==> src/logic/rpsr_pkg.sv <==
// Purpose: shared constants and types for the run permit, sleep and restart block
// Assumes: 100 MHz clock, 10 ms timer tick
// Notes:   register offsets are byte addresses on the avalon slave
package rpsr_pkg;
  localparam int CLK_PERIOD_NS = 10;
  localparam int TICK_NS       = 10_000_000;
  localparam int TICK_CYC      = TICK_NS / CLK_PERIOD_NS;

  localparam logic [4:0] OFS_CTRL   = 5'h00;
  localparam logic [4:0] OFS_SSDT   = 5'h04;
  localparam logic [4:0] OFS_WAKE   = 5'h08;
  localparam logic [4:0] OFS_RWAIT  = 5'h0c;
  localparam logic [4:0] OFS_SDLY   = 5'h10;
  localparam logic [4:0] OFS_STATUS = 5'h14;

  // ctrl fields
  localparam int CTRL_PROT_BIT = 0;
  localparam int CTRL_RST_BIT  = 1;
  localparam int CTRL_ACT_LSB  = 8;

  // reset values, times in hundredths (ssdt) or tenths of a second
  localparam logic        RST_PROTECT = 1'b0;
  localparam logic        RST_RESTART = 1'b0;
  localparam logic [7:0]  RST_ACTION  = 8'h00;
  localparam logic [15:0] RST_SSDT    = 16'h0032;
  localparam logic [15:0] RST_WAKE    = 16'h0000;
  localparam logic [15:0] RST_RWAIT   = 16'h000a;
  localparam logic [15:0] RST_SDLY    = 16'h0000;

  localparam logic [15:0] MAX_SSDT    = 16'h2710;
  localparam logic [15:0] MAX_TENTHS  = 16'h8ca0;
  localparam logic [3:0]  MAX_ACT_ONE = 4'h2;
  localparam logic [3:0]  MAX_ACT_TEN = 4'h1;

  localparam logic [3:0]  ACT_LIMIT   = 4'h0;
  localparam logic [3:0]  ACT_STOP    = 4'h1;
  localparam logic [3:0]  ACT_SLEEP   = 4'h2;

  localparam logic [19:0] TMR_MAX     = 20'hfffff;
  localparam logic [19:0] TICKS_PER_T = 20'h0000a;

  typedef struct packed {
    logic        protect;
    logic        restart_en;
    logic [7:0]  action;
    logic [15:0] ssdt;
    logic [15:0] wake;
    logic [15:0] rwait;
    logic [15:0] sdly;
  } rpsr_cfg_t;

  typedef struct packed {
    logic run_en;
    logic clamp_low;
    logic decel_stop;
    logic sleeping;
    logic protect;
  } rpsr_ctl_t;

  typedef enum logic [2:0] {
    ST_PWRUP, ST_PROT, ST_IDLE, ST_RWAIT, ST_SDLY, ST_RUN, ST_STOPW, ST_SLEEP
  } rpsr_state_t;
endpackage

==> src/logic/rpsr_top.sv <==
// Purpose: start/stop qualification for a drive: power-up protection,
//          below-limit action, wake from sleep, restart after power loss
// Assumes: inputs synchronous to clk; rst_n marks power-up
// Notes:   avalon-mm slave, one wait cycle per access
//
// Contract
// - hold stop speed detect time, 0 to 100.00 s in hundredths, default 0.50 s.
// - with terminal run source, sample run terminal during power-up.
// - protect setting 0 and terminal active at power-up: refuse, enter protection.
// - in protection, start only after terminal drops and rises again.
// - protect value 0 applies only when power-loss restart setting is 0.
// - protect setting 1: auto start after init if terminal was active.
// - below-limit action ones digit: 0 run at limit, 1 stop, 2 sleep.
// - on stop or sleep, tens digit: 0 coast, 1 decelerate.
// - resume when set frequency stays above limit for the wake delay.
// - sleep action: enter sleep when running frequency below limit; wake default 0.
// - restart setting 1: run automatically at power-on after power loss.
// - restart only after wait time (default 1 s) and start conditions met.
// - after a run command or wake, delay output by the start delay.
//
// Decided for this implementation: the register offsets and the Avalon-MM slave port.
`timescale 1ns/100ps
module rpsr_top
  import rpsr_pkg::*;
#(
  parameter int TICK_CYCLES = TICK_CYC
) (
  input  wire logic        clk,
  input  wire logic        rst_n,
  input  wire logic [4:0]  avs_address,
  input  wire logic        avs_read,
  input  wire logic        avs_write,
  input  wire logic [31:0] avs_writedata,
  output logic      [31:0] avs_readdata,
  output logic             avs_waitrequest,
  input  wire logic        term_channel,
  input  wire logic        run_term,
  input  wire logic        init_done,
  input  wire logic        power_lost,
  input  wire logic        start_ok,
  input  wire logic [15:0] set_freq,
  input  wire logic [15:0] run_freq,
  input  wire logic [15:0] lower_limit,
  output rpsr_ctl_t        drive_ctl,
  output logic      [15:0] stop_speed_detect_time
);

  function automatic logic [19:0] to_ticks(input logic [15:0] tenths);
    to_ticks = 20'(tenths) * TICKS_PER_T;
  endfunction

  function automatic logic [15:0] clip(input logic [15:0] v, input logic [15:0] m);
    clip = (v > m) ? m : v;
  endfunction

  // a zero lower limit disables the below-limit action
  function automatic logic below(input logic [15:0] f, input logic [15:0] lim);
    below = (lim != 16'h0000) && (f < lim);
  endfunction

  // a partial tick may already be counted, so delays run short by at most one tick
  function automatic logic elapsed(input logic [19:0] t, input logic [15:0] tenths);
    elapsed = (t >= to_ticks(tenths));
  endfunction

  ////////////////////////////////////////////////////////////////////////////
  // register file

  rpsr_cfg_t   cfg_reg;
  rpsr_cfg_t   cfg_next;
  logic        ack_reg;
  logic        ack_next;
  logic [31:0] rdata_reg;
  logic [31:0] rdata_next;
  rpsr_state_t st_reg;
  logic [31:0] status_word;

  assign avs_waitrequest = (avs_read | avs_write) & ~ack_reg;
  assign avs_readdata    = rdata_reg;
  assign stop_speed_detect_time = cfg_reg.ssdt;

  always_comb begin
    status_word = {24'h000000, drive_ctl.run_en, drive_ctl.sleeping,
                   drive_ctl.protect, drive_ctl.clamp_low, drive_ctl.decel_stop, st_reg};
  end

  always_comb begin
    cfg_next   = cfg_reg;
    ack_next   = (avs_read | avs_write) & ~ack_reg;
    rdata_next = rdata_reg;
    if (avs_read && !ack_reg) begin
      unique case (avs_address)
        OFS_CTRL:   rdata_next = {16'h0000, cfg_reg.action, 6'h00,
                                  cfg_reg.restart_en, cfg_reg.protect};
        OFS_SSDT:   rdata_next = {16'h0000, cfg_reg.ssdt};
        OFS_WAKE:   rdata_next = {16'h0000, cfg_reg.wake};
        OFS_RWAIT:  rdata_next = {16'h0000, cfg_reg.rwait};
        OFS_SDLY:   rdata_next = {16'h0000, cfg_reg.sdly};
        OFS_STATUS: rdata_next = status_word;
        default:    rdata_next = 32'h00000000;
      endcase
    end
    // write lands on the edge where waitrequest is low
    if (avs_write && ack_reg) begin
      unique case (avs_address)
        OFS_CTRL: begin
          cfg_next.protect    = avs_writedata[CTRL_PROT_BIT];
          cfg_next.restart_en = avs_writedata[CTRL_RST_BIT];
          // an out-of-range action code keeps the previous one
          if (avs_writedata[CTRL_ACT_LSB+3:CTRL_ACT_LSB] <= MAX_ACT_ONE &&
              avs_writedata[CTRL_ACT_LSB+7:CTRL_ACT_LSB+4] <= MAX_ACT_TEN) begin
            cfg_next.action = avs_writedata[CTRL_ACT_LSB+7:CTRL_ACT_LSB];
          end
        end
        OFS_SSDT:  cfg_next.ssdt  = clip(avs_writedata[15:0], MAX_SSDT);
        OFS_WAKE:  cfg_next.wake  = clip(avs_writedata[15:0], MAX_TENTHS);
        OFS_RWAIT: cfg_next.rwait = clip(avs_writedata[15:0], MAX_TENTHS);
        OFS_SDLY:  cfg_next.sdly  = clip(avs_writedata[15:0], MAX_TENTHS);
        default: begin
        end
      endcase
    end
  end

  always_ff @(posedge clk or negedge rst_n) begin
    if (!rst_n) begin
      cfg_reg   <= '{protect: RST_PROTECT, restart_en: RST_RESTART,
                     action: RST_ACTION, ssdt: RST_SSDT, wake: RST_WAKE,
                     rwait: RST_RWAIT, sdly: RST_SDLY};
      ack_reg   <= 1'b0;
      rdata_reg <= 32'h00000000;
    end else begin
      cfg_reg   <= cfg_next;
      ack_reg   <= ack_next;
      rdata_reg <= rdata_next;
    end
  end

  ////////////////////////////////////////////////////////////////////////////
  // run qualification

  rpsr_state_t st_next;
  logic [19:0] tmr_reg;
  logic [19:0] tmr_next;
  logic [31:0] pre_reg;
  logic [31:0] pre_next;
  logic        tick;
  logic        low_seen_reg;
  logic        low_seen_next;
  logic        term_pwr_reg;
  logic        term_pwr_next;
  rpsr_ctl_t   ctl_reg;
  rpsr_ctl_t   ctl_next;
  logic        set_below;
  logic        run_below;
  logic        set_above;
  logic [3:0]  act_one;

  assign drive_ctl = ctl_reg;

  always_comb begin
    act_one   = cfg_reg.action[3:0];
    set_below = below(set_freq, lower_limit);
    run_below = below(run_freq, lower_limit);
    set_above = set_freq > lower_limit;
  end

  always_comb begin
    st_next       = st_reg;
    tmr_next      = tmr_reg;
    low_seen_next = low_seen_reg;
    term_pwr_next = term_pwr_reg;
    tick          = (pre_reg == 32'(TICK_CYCLES - 1));
    pre_next      = tick ? 32'h00000000 : pre_reg + 32'h00000001;
    if (tick && tmr_reg != TMR_MAX) begin
      tmr_next = tmr_reg + 20'h00001;
    end
    unique case (st_reg)
      ST_PWRUP: begin
        term_pwr_next = term_channel & run_term;
        if (init_done) begin
          if (cfg_reg.restart_en && power_lost) begin
            st_next = ST_RWAIT;
          end else if (term_pwr_reg) begin
            // a set restart bit overrides protect value 0
            st_next = (cfg_reg.protect || cfg_reg.restart_en) ? ST_SDLY : ST_PROT;
          end else begin
            st_next = ST_IDLE;
          end
        end
      end
      ST_PROT: begin
        if (!run_term) begin
          low_seen_next = 1'b1;
        end
        if (low_seen_reg && run_term) begin
          st_next = ST_SDLY;
        end
      end
      ST_IDLE: begin
        if (run_term) begin
          st_next = ST_SDLY;
        end
      end
      ST_RWAIT: begin
        if (!start_ok || !run_term) begin
          tmr_next = 20'h00000;
        end else if (elapsed(tmr_reg, cfg_reg.rwait)) begin
          st_next = ST_SDLY;
        end
      end
      ST_SDLY: begin
        if (!run_term) begin
          st_next = ST_IDLE;
        end else if (elapsed(tmr_reg, cfg_reg.sdly)) begin
          st_next = ST_RUN;
        end
      end
      ST_RUN: begin
        if (!run_term) begin
          st_next = ST_IDLE;
        end else if (set_below && act_one == ACT_STOP) begin
          st_next = ST_STOPW;
        end else if (run_below && act_one == ACT_SLEEP) begin
          st_next = ST_SLEEP;
        end
      end
      ST_STOPW, ST_SLEEP: begin
        if (!run_term) begin
          st_next = ST_IDLE;
        end else if (!set_above) begin
          tmr_next = 20'h00000;
        end else if (elapsed(tmr_reg, cfg_reg.wake)) begin
          st_next = ST_SDLY;
        end
      end
    endcase
    // every timed phase starts from zero
    if (st_next != st_reg) begin
      tmr_next      = 20'h00000;
      low_seen_next = 1'b0;
    end
    ctl_next.run_en     = (st_next == ST_RUN);
    ctl_next.clamp_low  = (st_next == ST_RUN) && set_below && act_one == ACT_LIMIT;
    ctl_next.decel_stop = cfg_reg.action[4];
    ctl_next.sleeping   = (st_next == ST_SLEEP);
    ctl_next.protect    = (st_next == ST_PROT);
  end

  always_ff @(posedge clk or negedge rst_n) begin
    if (!rst_n) begin
      st_reg       <= ST_PWRUP;
      tmr_reg      <= 20'h00000;
      pre_reg      <= 32'h00000000;
      low_seen_reg <= 1'b0;
      term_pwr_reg <= 1'b0;
      ctl_reg      <= '0;
    end else begin
      st_reg       <= st_next;
      tmr_reg      <= tmr_next;
      pre_reg      <= pre_next;
      low_seen_reg <= low_seen_next;
      term_pwr_reg <= term_pwr_next;
      ctl_reg      <= ctl_next;
    end
  end

endmodule
==> config.mk <==
export PLATFORM = sky130hd
export DESIGN_NAME = rpsr_top
export DESIGN_NICKNAME = d
export VERILOG_FILES = /design/src/logic/rpsr_pkg.sv /design/src/logic/rpsr_top.sv
export SDC_FILE = /design/constraint.sdc
export NUM_CORES = 1
export LEC_CHECK = 0
export BUFFER_PORTS_ARGS = -buffer_cell sky130_fd_sc_hd__buf_2
export CAP_MARGIN = 5
export CORE_UTILIZATION = 41
export CTS_CLUSTER_DIAMETER = 100
export DETAILED_ROUTE_END_ITERATION = 16
export SKIP_LAST_GASP = 1
export SLEW_MARGIN = 20
export SYNTH_ARGS = -nofsm -noshare
export SYNTH_HDL_FRONTEND = slang
export SYNTH_SLANG_ARGS = --single-unit
==> constraint.sdc <==
create_clock -name clk -period 8.05 [get_ports clk]
set_input_delay 0.805 -clock clk [delete_from_list [all_inputs] [get_ports clk]]
set_output_delay 0.805 -clock clk [all_outputs]
set_load 0.005 [all_outputs]
==> summary.md <==
| Metric | Value |
|---|---|
| Status | completed |
| GRT Max-Usage Layer | met2 |
| Synth area leaders | dfrtp_1, ha_1, nand2_1, o21ai_0, xnor2_1 |
| Placer Congestion | 0.8272 |
| Share of cells above drive strength 1 | 0.1367 |
| Die height | 172.0 um |
| Crit end category | register |
| Root Buffer Master | clkbuf_16 |
| FF-to-FF End | tmr_reg[4]$_DFF_PN0_ |
| Met2 Use GR | 0.3303 |
| CTS Buf Count | 17 |
| RSZ-0062 raised after global routing | false |
| Nets | 1670 |
| Largest net degree at the start of global routing | 83 |
| Worst-Skew Late Latency | 0.44 ns |
| Top cell type's share of synthesized area | 0.3125 |
| Final Skew | 0.01636 ns |
| Via count | 9776 |
| WL final | 30150 um |
| Core Box Area | 28090 um^2 |
| Syn Inst Count | around 1300 |
| Fin. max-slew vios | 0 |
| Seq. cell area | approximately 3800 um^2 |
| Maxcap violations | 0 |
| Die area | 29590 um^2 |
| Post-synth top area cell | dfrtp_1 |
| Max Fclk | 169.6 MHz |
| Crit start category | register |
| List of most frequent post-synthesis cells | ha_1, nand2_1, dfrtp_1 |
| #FFs+latches synth | 153 |
| DR iter-0 viols | 645 |
| R2R setup slack | 2.15 ns |
| Worst Setup EP | tmr_reg[4]$_DFF_PN0_ |
| Post-DP HPWL | 23670 um |
| Resized cells post-CTS | 0 |
| Syn avg cell area | 9.018 um^2 |
| Clock period minus final worst setup slack | about 5.9 ns |
| Post-Syn Area | 11850 um^2 |
| Synth Warn # | 0 |
| Yosys cell types | 74 |
| Most common cell in the synthesized netlist | ha_1 |
| Clock Pin Slew Worst Setup and Hold Paths | 0.07 ns |
| Sequential share of the synthesized area | 0.3236 |
| Antenna-violating nets left | 0 |
| Final Hold Fails | 0 |
| Reg-to-Reg Start | cfg_reg[17]$_DFFE_PN1P_ |
| Number of enable flip-flop cells after synthesis | 0 |
| CTS H-tree depth | 4 |
| Vias in the first global route | 9147 |
| Synth async-reset ratio | 1.000 |
| WP data required | 8.37 ns |
| CTS sink cnt | 153 |
| Global Route met3 Usage | 0.04303 |
| P per Cell Area | 179.2 nW/um^2 |
| Final worst setup slack | 2.153 ns |
| Area grow syn2layout | 11.76% |
| Post-CTS Setup Bufs | 0 |
| DRC | 0 |
| Max reg flops | 54 |
| Final worst path period share | 0.7326 |
| Hold WC Path Type | in2async |
| Critical Path Fanout Max | 20 |
| CTS tree | done |
| DR pass1 iterations | 5 |
| Vias per cell | 5.461 |
| Area of the multi-input gates | 7481 um^2 |
| WP data arrival | 6.22 ns |
| Worst VDD drop | between 100 and 150 uV |
| Global-route wire length before repair | 49020 um |
| Reg2Reg Depth | 21 |
| Die Wd | around 170 um |
| Io pins | 148 |
| Finish-stage setup viols | 0 |
| PortBufs | 115 |
| Tightest Pin Transition | 1.101 ns |
| CP startpoint | cfg_reg[17]$_DFFE_PN1P_ |
| Worst Path Class, Setup | reg2reg |
| Clock Tree Buf Depth | 2 |
| Drt wl/cell | 16.85 um |
| Met1 usage | 0.3032 |
| # fillers | around 2800 |
| # diodes | 0 |
| Initial core utilization | 0.4219 |
| TNS Setup | 0 ns |
| Total design power | ~2400 uW |
| Hold buffer count at CTS | 0 |
| Synth Flop Type | dfrtp_1 |
| Global route overflow | 0 |
| Initial antenna violation count | 0 |
| GRT Total Usage | 0.2142 |
| Pre-CTS WS | about 2.3 ns |
| Max_slew headroom | 0.2659 |
| Site Rows | between 60 and 70 |
| Leakage power | 0.006531 uW |
-- how the worst min path moves through the flow --
stage	to	from	cells past startpoint
2_1_floorplan	drive_ctl[2]$_DFF_PN0_	cfg_reg[68]$_DFFE_PN0P_	0
6_report	avs_readdata[12]$_DFFE_PN0P_	rst_n	1
3_5_place_dp	drive_ctl[2]$_DFF_PN0_	cfg_reg[68]$_DFFE_PN0P_	0
4_1_cts	drive_ctl[2]$_DFF_PN0_	cfg_reg[68]$_DFFE_PN0P_	0
3_3_place_gp	drive_ctl[2]$_DFF_PN0_	cfg_reg[68]$_DFFE_PN0P_	0
5_1_grt	drive_ctl[2]$_DFF_PN0_	cfg_reg[68]$_DFFE_PN0P_	0
-- final cells by class --
cell class	count	share of cell area
timing repair buffer	123	0.04846
inverter	61	0.01729
sequential	153	0.2896
tap	378	0.03571
multi-input combinational	1043	0.5649
clock buffer	19	0.03420
clock inverter	13	0.009920
-- critical path: stages, from the launching register on --
cell and delay, ns:
dfstp_2 0.58, ha_1 0.15, ha_1 0.16, inv_1 0.05, fa_1 0.40, nor2b_1 0.13
o21a_1 0.13, o21ai_0 0.11, a21oi_1 0.26, o21bai_1 0.15, a31oi_1 0.33, nor2_1 0.09
a311oi_1 0.28, ha_1 0.28, nand2_1 0.08, nor2_1 0.05, a211oi_1 0.65, o2111ai_1 0.27
a41oi_1 0.31, a211o_1 0.16, nand3_1 0.73, nor3_1 0.42
-- layout by cell type, fill, tap and decap left out, drive strengths merged, types with 7 or more instances in the layout --
cell type / instances
o211ai: 14
and4: 13
mux2: 8
dfrtp: 148
nor2: 67
o21ai: 106
nor4: 18
inv: 67
a21oi: 72
and2: 10
nand2: 157
clkbuf: 19
o31ai: 7
a31oi: 7
a21o: 23
nand2b: 14
conb: 16
xor2: 28
mux2i: 15
ha: 174
nor3: 36
nand3: 35
o22ai: 8
a22oi: 9
a22o: 15
a211oi: 9
buf: 123
nand4: 20
nor2b: 20
and3: 13
xnor2: 52
-- metal layers --
layer  vias to the layer above  routed length [um]
li1                       4898                   -
met1                      4652               14710
met2                       202               13730
met3                        24                1314
met4                         0                 401
met5                         -                   0
-- where the power goes --
group / switching [uW] / internal, uW
Clock: 350 / 450
Combinational: 409 / 252
Sequential: 91.9 / 821
Total: 850 / 1520
-- logic make-up after synthesis --
logic type | Yosys count | share of synthesized area
buffers and inverters | 133 | 0.05290
and+or+nand+nor | 426 | 0.1823
xor gates and xnor gates | 80 | 0.05913
AOI/OAI and AO/OA | 321 | 0.1726
adders and majority gates | 177 | 0.1888
muxes | 23 | 0.02027
DFF | 153 | 0.3236
other | 1 | 0.0003165
-- through the flow --
| step | instance area [um^2] | cells | hold slack [ns] | util |
|---|---|---|---|---|
| after floorplan | 11910 | 1329 | 0.3710 | - |
| after global placement | 12640 | 1758 | 0.3980 | 0.4502 |
| after detailed placement | 12640 | 1758 | 0.4027 | 0.4502 |
| after CTS | 13230 | 1790 | 0.4295 | 0.4710 |
| after global routing | 13240 | 1790 | 0.4526 | 0.4715 |
| final | 13240 | 1790 | 0.4106 | 0.4715 |
Power figures use the tool's default switching activity.
